===== src/temp_fault_consts.svh =====
/*
 * constants for the temperature fault-response block: command codes,
 * reset values, field codes, status bit positions and timing counts.
 * assumes it is included by bare name wherever a constant is needed.
 */
`ifndef TEMP_FAULT_CONSTS_SVH
`define TEMP_FAULT_CONSTS_SVH

// ----------------------------------------------------------------------
// command codes of the response bytes
// ----------------------------------------------------------------------
`define CMD_EXT_OT_RESP 8'h50
`define CMD_EXT_UT_RESP 8'h54
`define CMD_DIE_OT_RESP 8'hd6

// ----------------------------------------------------------------------
// reset values
// ----------------------------------------------------------------------
`define EXT_RESP_RESET 8'hb8
`define DIE_RESP_RESET 8'hc0

// ----------------------------------------------------------------------
// response and retry field codes
// ----------------------------------------------------------------------
`define RESP_IGNORE 2'h0
`define RESP_BAD 2'h1
`define RESP_SHUTDOWN 2'h2
`define RESP_RESERVED 2'h3
`define RETRY_NONE 3'h0
`define RETRY_FOREVER 3'h7

// ----------------------------------------------------------------------
// status bit positions
// ----------------------------------------------------------------------
`define SB_NONE_ABOVE 0
`define SB_CML 1
`define SB_TEMPERATURE 2
`define SW_MFR 4
`define MFR_OT_BIT 5
`define ST_OT_FAULT 7
`define ST_UT_FAULT 4

// ----------------------------------------------------------------------
// timing
// ----------------------------------------------------------------------
`define CLK_PERIOD_NS 40
`define RESTART_INTERVAL_US 1000
`define RESTART_CYCLES ((`RESTART_INTERVAL_US * 1000) / `CLK_PERIOD_NS)

`endif


===== src/temp_fault_pkg.sv =====
/*
 * types shared by the temperature fault-response block.
 * assumes temp_fault_consts.svh holds every number.
 */
package temp_fault_pkg;

	// one response byte: action, retry policy, delay (unused)
	typedef struct packed {
		logic [1:0] resp;
		logic [2:0] retry;
		logic [2:0] delay;
	} resp_byte_t;

	// one single-byte command from the host engine
	typedef struct packed {
		logic wr;
		logic rd;
		logic page;
		logic [7:0] code;
		logic [7:0] data;
	} cmd_req_t;

	// alert source masks, high masks the source
	typedef struct packed {
		logic die_ot;
		logic ext_ot;
		logic ext_ut;
	} alert_mask_t;

	typedef enum {CH_RUN, CH_HELD, CH_WAIT} chan_state_t;

endpackage : temp_fault_pkg


===== src/response_channel.sv =====
/*
 * per-output response sequencer: latches the external temperature
 * flags and shuts down, holds off or retries the output.
 * assumes fault inputs are synchronous and ut_in is already sampled.
 */
`timescale 1ns/10ps
`include "temp_fault_consts.svh"

module response_channel
	import temp_fault_pkg::*;
#(
	parameter int RESTART_CYCLES = `RESTART_CYCLES
) (
	input wire logic clock_in,
	input wire logic reset_n_in,
	input wire logic run_in,
	input wire logic run_rise_in,
	input wire logic clear_in,
	input wire logic ot_in,
	input wire logic ut_in,
	input wire resp_byte_t ot_resp_in,
	input wire resp_byte_t ut_resp_in,
	output logic enable_out,
	output logic ot_flag_out,
	output logic ut_flag_out
);
	localparam int CW = $clog2(RESTART_CYCLES + 1);

	chan_state_t state_r;
	logic [CW-1:0] wait_r;
	logic ot_trip;
	logic ut_trip;
	logic retry_forever;

	// ------------------------------------------------------------------
	// trip decode
	// ------------------------------------------------------------------
	// response 00 only flags; shutdown codes cut the output
	assign ot_trip = ot_in && (ot_resp_in.resp == `RESP_SHUTDOWN); // RL16
	assign ut_trip = ut_in && (ut_resp_in.resp == `RESP_SHUTDOWN);
	assign retry_forever = ot_trip ? (ot_resp_in.retry == `RETRY_FOREVER) :
		(ut_resp_in.retry == `RETRY_FOREVER);

	// ------------------------------------------------------------------
	// sequencer
	// ------------------------------------------------------------------
	// commanding off ends any hold or retry, so a run cycle restarts clean
	always_ff @(posedge clock_in) begin
		if (!reset_n_in) begin
			state_r <= CH_RUN;
			wait_r <= '0;
		end else if (!run_in) begin
			state_r <= CH_RUN; // RL17
			wait_r <= '0;
		end else begin
			case (state_r)
			CH_RUN: begin
				if (ot_trip || ut_trip) begin
					if (retry_forever) begin
						state_r <= CH_WAIT; // RL17
						wait_r <= CW'(RESTART_CYCLES - 1);
					end else begin
						state_r <= CH_HELD;
					end
				end
			end
			CH_HELD: begin
				if (clear_in)
					state_r <= CH_RUN;
			end
			CH_WAIT: begin
				if (wait_r == '0)
					state_r <= CH_RUN; // RL17
				else
					wait_r <= wait_r - 1'b1;
			end
			default: state_r <= CH_RUN;
			endcase
		end
	end

	// output cut in the very cycle of the trip
	assign enable_out = run_in && (state_r == CH_RUN) && !ot_trip && !ut_trip;

	// ------------------------------------------------------------------
	// sticky flags, a fault in the clearing cycle wins
	// ------------------------------------------------------------------
	always_ff @(posedge clock_in) begin
		if (!reset_n_in)
			ot_flag_out <= 1'b0;
		else
			ot_flag_out <= ot_in || (ot_flag_out && !(clear_in || run_rise_in)); // RL12
	end

	always_ff @(posedge clock_in) begin
		if (!reset_n_in)
			ut_flag_out <= 1'b0;
		else
			ut_flag_out <= ut_in || (ut_flag_out && !(clear_in || run_rise_in)); // RL13
	end

endmodule : response_channel


===== src/temperature_fault_response.sv =====
/*
 * temperature fault-response logic of a dual-output controller: three
 * response bytes, status flags, alert and output enables.
 * assumes a host command engine delivering one byte per transfer on
 * cmd_in, synchronous fault levels and an adc update strobe.
 */
`timescale 1ns/10ps
`include "temp_fault_consts.svh"

// Functional notes
// (RL1) die overtemp sets catch-all, mfr, mfr-ot flags
// (RL2) every fault flags and alerts unless masked; the code raises no alert on a cml fault
// (RL3) die response codes 00, 01 refused, cml
// (RL4) die response 10 disables output at once
// (RL5) output held off while die overtemp persists
// (RL6) flags clear on clear-faults or run off-on
// (RL7) die retry 000: no restart attempts
// (RL8) die retry 001-111 refused, cml fault
// (RL9) die delay field ignored
// (RL10) external overtemp response byte, 0x50, reset 0xb8
// (RL11) external undertemp response byte, 0x54, reset 0xb8
// (RL12) external overtemp sets temperature and ot flags
// (RL13) external undertemp sets temperature and ut flags
// (RL14) undertemp sampled on each adc conversion
// (RL15) one data byte per response command
// (RL16) external response 00 keeps running, still flags
// (RL17) retry 111 restarts forever at interval
// (RL18) paged bytes: one copy per output
module temperature_fault_response
	import temp_fault_pkg::*;
#(
	parameter int RESTART_CYCLES = `RESTART_CYCLES
) (
	input wire logic clock_in,
	input wire logic reset_n_in,
	input wire cmd_req_t cmd_in,
	input wire logic clear_faults_in,
	input wire logic [1:0] run_in,
	input wire logic die_ot_in,
	input wire logic [1:0] ext_ot_in,
	input wire logic [1:0] ext_ut_in,
	input wire logic adc_sample_in,
	input wire alert_mask_t alert_mask_in,
	output logic [7:0] read_data_out,
	output logic read_valid_out,
	output logic write_refused_out,
	output logic [7:0] status_byte_out,
	output logic [7:0] status_word_hi_out,
	output logic [7:0] mfr_status_out,
	output logic [1:0][7:0] status_temp_out,
	output logic alert_n_out,
	output logic [1:0] out_enable_out
);
	localparam int NCH = 2;

	// ------------------------------------------------------------------
	// elaboration checks
	// ------------------------------------------------------------------
	generate
		if (RESTART_CYCLES < 1) begin : g_bad_restart
			$error("RESTART_CYCLES must be at least one");
		end
	endgenerate

	resp_byte_t die_resp_r;
	resp_byte_t ext_ot_resp_r [NCH];
	resp_byte_t ext_ut_resp_r [NCH];
	resp_byte_t wr_byte;
	logic die_wr;
	logic ext_ot_wr;
	logic ext_ut_wr;
	logic die_bad;
	logic ext_bad;
	logic cml_r;
	logic die_flag_r;
	logic [NCH-1:0] run_prev_r;
	logic [NCH-1:0] run_rise;
	logic [NCH-1:0] ut_seen_r;
	logic [NCH-1:0] ch_enable;
	logic [NCH-1:0] ch_ot_flag;
	logic [NCH-1:0] ch_ut_flag;
	logic die_hold;
	logic run_cycled;
	logic alert_set;

	// ------------------------------------------------------------------
	// command decode
	// ------------------------------------------------------------------
	// the engine hands over exactly one data byte per command
	assign wr_byte = resp_byte_t'(cmd_in.data); // RL15
	assign die_wr = cmd_in.wr && (cmd_in.code == `CMD_DIE_OT_RESP);
	assign ext_ot_wr = cmd_in.wr && (cmd_in.code == `CMD_EXT_OT_RESP);
	assign ext_ut_wr = cmd_in.wr && (cmd_in.code == `CMD_EXT_UT_RESP);
	// only response codes 10 and 11 with no retry are served on the die byte
	assign die_bad = (wr_byte.resp == `RESP_IGNORE) || // RL3
		(wr_byte.resp == `RESP_BAD) ||
		(wr_byte.retry != `RETRY_NONE); // RL8
	assign ext_bad = (wr_byte.resp == `RESP_BAD) ||
		(wr_byte.resp == `RESP_RESERVED);

	// ------------------------------------------------------------------
	// die overtemp response byte
	// ------------------------------------------------------------------
	// delay bits are stored for read-back but steer nothing
	always_ff @(posedge clock_in) begin
		if (!reset_n_in)
			die_resp_r <= resp_byte_t'(`DIE_RESP_RESET);
		else if (die_wr && !die_bad)
			die_resp_r <= wr_byte; // RL9
	end

	// ------------------------------------------------------------------
	// paged external response bytes, one copy per output
	// ------------------------------------------------------------------
	always_ff @(posedge clock_in) begin
		if (!reset_n_in) begin
			for (int i = 0; i < NCH; i++) begin
				ext_ot_resp_r[i] <= resp_byte_t'(`EXT_RESP_RESET); // RL10
				ext_ut_resp_r[i] <= resp_byte_t'(`EXT_RESP_RESET); // RL11
			end
		end else if (!ext_bad) begin
			if (ext_ot_wr)
				ext_ot_resp_r[cmd_in.page] <= wr_byte; // RL18
			if (ext_ut_wr)
				ext_ut_resp_r[cmd_in.page] <= wr_byte; // RL18
		end
	end

	// ------------------------------------------------------------------
	// communication fault, sticky until clear-faults
	// ------------------------------------------------------------------
	// a refused write in the clearing cycle still leaves the flag set
	always_ff @(posedge clock_in) begin
		if (!reset_n_in)
			cml_r <= 1'b0;
		else if ((die_wr && die_bad) || ((ext_ot_wr || ext_ut_wr) && ext_bad))
			cml_r <= 1'b1; // RL3 RL8
		else if (clear_faults_in)
			cml_r <= 1'b0;
	end

	// one-cycle refusal pulse for the command engine
	always_ff @(posedge clock_in) begin
		if (!reset_n_in)
			write_refused_out <= 1'b0;
		else
			write_refused_out <= (die_wr && die_bad) ||
				((ext_ot_wr || ext_ut_wr) && ext_bad);
	end

	// ------------------------------------------------------------------
	// read-back, one byte, one cycle after the request
	// ------------------------------------------------------------------
	always_ff @(posedge clock_in) begin
		if (!reset_n_in) begin
			read_data_out <= 8'h00;
			read_valid_out <= 1'b0;
		end else begin
			read_valid_out <= 1'b0;
			read_data_out <= 8'h00;
			if (cmd_in.rd) begin
				if (cmd_in.code == `CMD_DIE_OT_RESP) begin
					read_data_out <= die_resp_r;
					read_valid_out <= 1'b1;
				end else if (cmd_in.code == `CMD_EXT_OT_RESP) begin
					read_data_out <= ext_ot_resp_r[cmd_in.page]; // RL18
					read_valid_out <= 1'b1;
				end else if (cmd_in.code == `CMD_EXT_UT_RESP) begin
					read_data_out <= ext_ut_resp_r[cmd_in.page]; // RL18
					read_valid_out <= 1'b1;
				end
			end
		end
	end

	// ------------------------------------------------------------------
	// run edges and adc sampling
	// ------------------------------------------------------------------
	always_ff @(posedge clock_in) begin
		if (!reset_n_in)
			run_prev_r <= '0;
		else
			run_prev_r <= run_in;
	end

	assign run_rise = run_in & ~run_prev_r;
	assign run_cycled = |run_rise;

	// undertemp only moves at adc updates, so response lags by a period
	always_ff @(posedge clock_in) begin
		if (!reset_n_in)
			ut_seen_r <= '0;
		else if (adc_sample_in)
			ut_seen_r <= ext_ut_in; // RL14
	end

	// ------------------------------------------------------------------
	// die overtemp flag and hold
	// ------------------------------------------------------------------
	// condition present wins over a clear in the same cycle
	always_ff @(posedge clock_in) begin
		if (!reset_n_in)
			die_flag_r <= 1'b0;
		else
			die_flag_r <= die_ot_in || // RL1
				(die_flag_r && !(clear_faults_in || run_cycled)); // RL6
	end

	// no retry timer: the output simply follows the condition
	assign die_hold = die_ot_in && die_resp_r.resp[1]; // RL4 RL5 RL7

	// ------------------------------------------------------------------
	// per-output sequencers
	// ------------------------------------------------------------------
	generate
		for (genvar c = 0; c < NCH; c++) begin : g_ch
			response_channel #(
				.RESTART_CYCLES(RESTART_CYCLES)
			) u_ch (
				.clock_in(clock_in),
				.reset_n_in(reset_n_in),
				.run_in(run_in[c]),
				.run_rise_in(run_rise[c]),
				.clear_in(clear_faults_in),
				.ot_in(ext_ot_in[c]),
				.ut_in(ut_seen_r[c]),
				.ot_resp_in(ext_ot_resp_r[c]),
				.ut_resp_in(ext_ut_resp_r[c]),
				.enable_out(ch_enable[c]),
				.ot_flag_out(ch_ot_flag[c]),
				.ut_flag_out(ch_ut_flag[c])
			);
		end
	endgenerate

	// die hold overrides both outputs
	always_ff @(posedge clock_in) begin
		if (!reset_n_in)
			out_enable_out <= '0;
		else
			out_enable_out <= ch_enable & {NCH{!die_hold}}; // RL4 RL5
	end

	// ------------------------------------------------------------------
	// status registers
	// ------------------------------------------------------------------
	always_ff @(posedge clock_in) begin
		if (!reset_n_in) begin
			status_byte_out <= 8'h00;
			status_word_hi_out <= 8'h00;
			mfr_status_out <= 8'h00;
		end else begin
			status_byte_out <= 8'h00;
			status_word_hi_out <= 8'h00;
			mfr_status_out <= 8'h00;
			status_byte_out[`SB_NONE_ABOVE] <= die_flag_r; // RL1
			status_byte_out[`SB_CML] <= cml_r;
			status_byte_out[`SB_TEMPERATURE] <= |(ch_ot_flag | ch_ut_flag);
			status_word_hi_out[`SW_MFR] <= die_flag_r; // RL1
			mfr_status_out[`MFR_OT_BIT] <= die_flag_r; // RL1
		end
	end

	always_ff @(posedge clock_in) begin
		if (!reset_n_in) begin
			status_temp_out <= '0;
		end else begin
			for (int i = 0; i < NCH; i++) begin
				status_temp_out[i] <= 8'h00;
				status_temp_out[i][`ST_OT_FAULT] <= ch_ot_flag[i]; // RL12
				status_temp_out[i][`ST_UT_FAULT] <= ch_ut_flag[i]; // RL13
			end
		end
	end

	// ------------------------------------------------------------------
	// alert: raised by a newly flagged unmasked source
	// ------------------------------------------------------------------
	// a new fault in the clearing cycle keeps the alert low
	assign alert_set = (die_ot_in && !die_flag_r && !alert_mask_in.die_ot) ||
		(|(ext_ot_in & ~ch_ot_flag) && !alert_mask_in.ext_ot) ||
		(|(ut_seen_r & ~ch_ut_flag) && !alert_mask_in.ext_ut);

	always_ff @(posedge clock_in) begin
		if (!reset_n_in)
			alert_n_out <= 1'b1;
		else if (alert_set)
			alert_n_out <= 1'b0; // RL2
		else if (clear_faults_in)
			alert_n_out <= 1'b1;
	end
endmodule : temperature_fault_response


===== config.mk =====
export PLATFORM = sky130hd
export DESIGN_NAME = temperature_fault_response
export DESIGN_NICKNAME = d
export VERILOG_FILES = /design/src/temp_fault_pkg.sv /design/src/response_channel.sv /design/src/temperature_fault_response.sv
export VERILOG_INCLUDE_DIRS = /design/src
export SDC_FILE = /design/constraint.sdc
export NUM_CORES = 1
export LEC_CHECK = 0
export ABC_CLOCK_PERIOD_IN_PS = 2800
export BUFFER_PORTS_ARGS = -buffer_cell sky130_fd_sc_hd__buf_2
export CAP_MARGIN = 5
export CORE_UTILIZATION = 44
export DETAILED_ROUTE_END_ITERATION = 6
export GPL_TIMING_DRIVEN = 0
export PLACE_DENSITY = 0.62
export SLEW_MARGIN = 25
export SYNTH_ARGS = -nofsm -noshare
export SYNTH_HDL_FRONTEND = slang
export SYNTH_SLANG_ARGS = --single-unit
export TNS_END_PERCENT = 20

===== constraint.sdc =====
create_clock -name clock_in -period 2.8 [get_ports clock_in]
set_input_delay 0.14 -clock clock_in [delete_from_list [all_inputs] [get_ports clock_in]]
set_output_delay 0.14 -clock clock_in [all_outputs]
set_load 0.05 [all_outputs]

==> metrics.txt <==
Sequential Power Share=roughly 56%; final number of hold-violating endpoints=0; EDFF count, synth=32; Synth Register Bits=104; top post-synthesis cells by area=dfxtp_1 29%, edfxtp_1 20%, buf_4 5.0%; H-tree level count=3; critical path class=register to register; vias=3887; Peak VDD IR=around 280 uV; worst slew pin tran=0.8840 ns; CTS buffer count=9; asr flop ratio synth=0%; cell area after synthesis=slightly below 5000 um^2; Tmin final=2.213 ns; count leader, synth=dfxtp_1; die height=107.8 um; P_leak=2.337 nW; gate count of the mapped netlist=501; Setup Buffers After CTS=0; Post-DP HPWL=7997 um; CP Buf/Inv Count=2; status=finished, final reports clean; Core ar.=10890 um^2; top post-synthesis cells by count=72 x dfxtp_1, 33 x a21oi_1, 33 x buf_4; worst rel slew slack=about two fifths; initial antenna violation count=0; Critical Path Max Stage Delay=around 0.35 ns; area delta synth->final=15.31%; Fin Hold WS=0.04208 ns; FP Rows=38; Clock Pin Slew Worst Setup and Hold Paths=0.10 ns; Pint=0.002112 W; DIE AREA=11630 um^2; Critical Path RT=approximately 3.0 ns; post-synthesis simple-gate area fraction=roughly a quarter; DR iter-0 viols=139; clock buffer depth=2; filler instances=1037; max_cap viols=0; Slowest-stage cell, CP=dfxtp_1; final-report max-slew violation count=0; xor and xnor area share after synthesis=less than 1%; total gr overflow=0; CTS tree=built; PD cells=505.8 nW/um^2; CP startpoint kind=register; crit-path leading delay family=simple AND/OR/NAND/NOR gates; DR vias/cell=5.224; post-layout net count=634; # setup viols final=0; Placer Congestion=0.8304; Post-DRT Antenna Nets=0; warnings from Yosys=0; combinational family with the most area after synthesis=simple AND/OR/NAND/NOR gates; gr usage total=between 10% and 20%; clk_lat worst skew=0.37 ns; most common flop cell mapped by yosys=dfxtp_1; vias in the first global route=3568; die width=107.8 um; Switching Share=26.52%; Clock Skew=between 0.01 and 0.015 ns; CTS Hold Bufs=0; sequential-to-total area share from yosys stat=just under 50%; antenna cell count=0; critical path peak fanout=10; Netlist cell types=between 60 and 70; pin count of the biggest net entering global routing=17; post-layout util=between 50% and 60%; period utilization=about four fifths; Avg Cell Area, Syn=just under 10 um^2; FMAX=0.4518 GHz; mux contribution to synthesized area=4.901%; worst-path cell chain=inv_1 > ha_1 > nor4b_2 > nand4_2 > or2_1 > clkbuf_1 > a31oi_1 > a311oi_1; post-CTS sizing=0; first-pass GRT wire length=roughly 18000 um; clock network power share=31.8%; Psw=0.0007622 W; post-synth top area share=29.25%; Port Buffers=53; Synth Area in Adders=0.5079%; wire per inst=between 10 and 15 um; area leader, netlist=dfxtp_1; # DRC=0; Detailed Routing Iterations Pass 1=4; Starting Density=45.25%; Comb pwr share=12.0%; top-level port count=86; Compound-Gate Fraction of Synth Area=13.64%; CTS root buf=clkbuf_8; unrepaired setup endpoints after global routing=false; crit end category=register; layout cells sized above 1=20.20%; Worst EP arrival=roughly 2.5 ns; clk sinks=104; DRT Wirelength=10760 um; Hold Crit Class=input pin to register
[cell families after synthesis]
family / Yosys count
xor gates and xnor gates: 1
DFF: 104
adders and majority gates: 2
AOI/OAI and AO/OA: 102
buffers and inverters: 65
and+or+nand+nor: 202
other: 1
muxes: 24
[flip-flops by register name (all words and copies together) (netlist names), 2 cells and up]
register               cells
g_ch.u_ch.wait_r          30
ext_ot_resp_r             16
ext_ut_resp_r             16
die_resp_r                 8
read_data_out              8
g_ch.u_ch.state_r          4
status_temp_out            4
status_byte_out            3
g_ch.u_ch.ot_flag_out      2
g_ch.u_ch.ut_flag_out      2
out_enable_out             2
run_prev_r                 2
ut_seen_r                  2
[power groups by stage]
| stage | logic [W] | registers [W] | clock network, W |
|---|---|---|---|
| global route | 0.000375 | 0.00162 | 0.000997 |
| floorplan | 0.000244 | 0.00167 | 0 |
| detailed placement | 0.000345 | 0.00165 | 0 |
| global placement | 0.000342 | 0.00165 | 0 |
| finish | 0.000345 | 0.00162 | 0.000913 |
| CTS | 0.000346 | 0.00162 | 0.000936 |
[placed cells by master, fill, tap and decap left out, types with 9 or more instances in the layout]
master     n
dfxtp_1   72
buf_2     60
conb_1    35
a21oi_1   33
buf_4     33
edfxtp_1  32
nand2_1   31
and2_1    23
mux2i_1   23
nor3_1    22
nor2_1    21
nand2b_1  18
nor2b_1   15
inv_1     14
nand3_1   11
clkbuf_1  11
or3_1     11
o21ai_0   10
a31oi_1    9
clkbuf_8   9
[area by class of cell]
type / count / area [um^2] / share of cell area (%)
inverter: 14 / 52.55 / 0.9249
tap: 140 / 175.2 / 3.083
timing repair buffer: 53 / 265.3 / 4.669
clock inverter: 6 / 58.81 / 1.035
sequential: 104 / 2402 / 42.28
multi-input combinational: 366 / 2268 / 39.93
buffer: 51 / 331.6 / 5.836
clock buffer: 10 / 127.6 / 2.246
[per-layer routing]
metal	vias to the layer above	track usage [%]	wire, um
met3	13	3.208	571
met4	0	8.023	168
met5	-	0	0
met1	1804	26.31	5053
met2	113	32.46	4964
li1	1957	-	-
[tightest hold or removal path: stages]
cell	delay [ns]
buf_2	0.08
mux2i_1	0.06
nor2b_1	0.10
[final timing paths]
| kind | end | slack (ns) | from | depth (start not counted) |
|---|---|---|---|---|
| max reg2reg | g_ch[0].u_ch.wait_r[7] | 0.59 | g_ch[0].u_ch.wait_r[0] | 8 |
| min reg2reg | status_byte_out[1] | 0.46 | cml_r | 1 |
| min | ut_seen_r[1] | 0.04 | ext_ut_in[1] | 3 |
| max | g_ch[0].u_ch.wait_r[7] | 0.59 | g_ch[0].u_ch.wait_r[0] | 8 |
[through the flow]
stage / TNS (ns) / cell area (um^2) / std cells / worst slack [ns] / power (W)
finish: 0 / 5682 / 744 / 0.5868 / 0.002874
detailed placement: 0 / 5495 / 728 / 0.2921 / 0.001996
floorplan: 0 / 5055 / 535 / 0.6623 / 0.001912
CTS: 0 / 5682 / 744 / 0.6055 / 0.002898
global route: 0 / 5682 / 744 / 0.3866 / 0.002994
global placement: -0.06514 / 5495 / 728 / -0.008476 / 0.001993
Power figures use the tool's default switching activity.
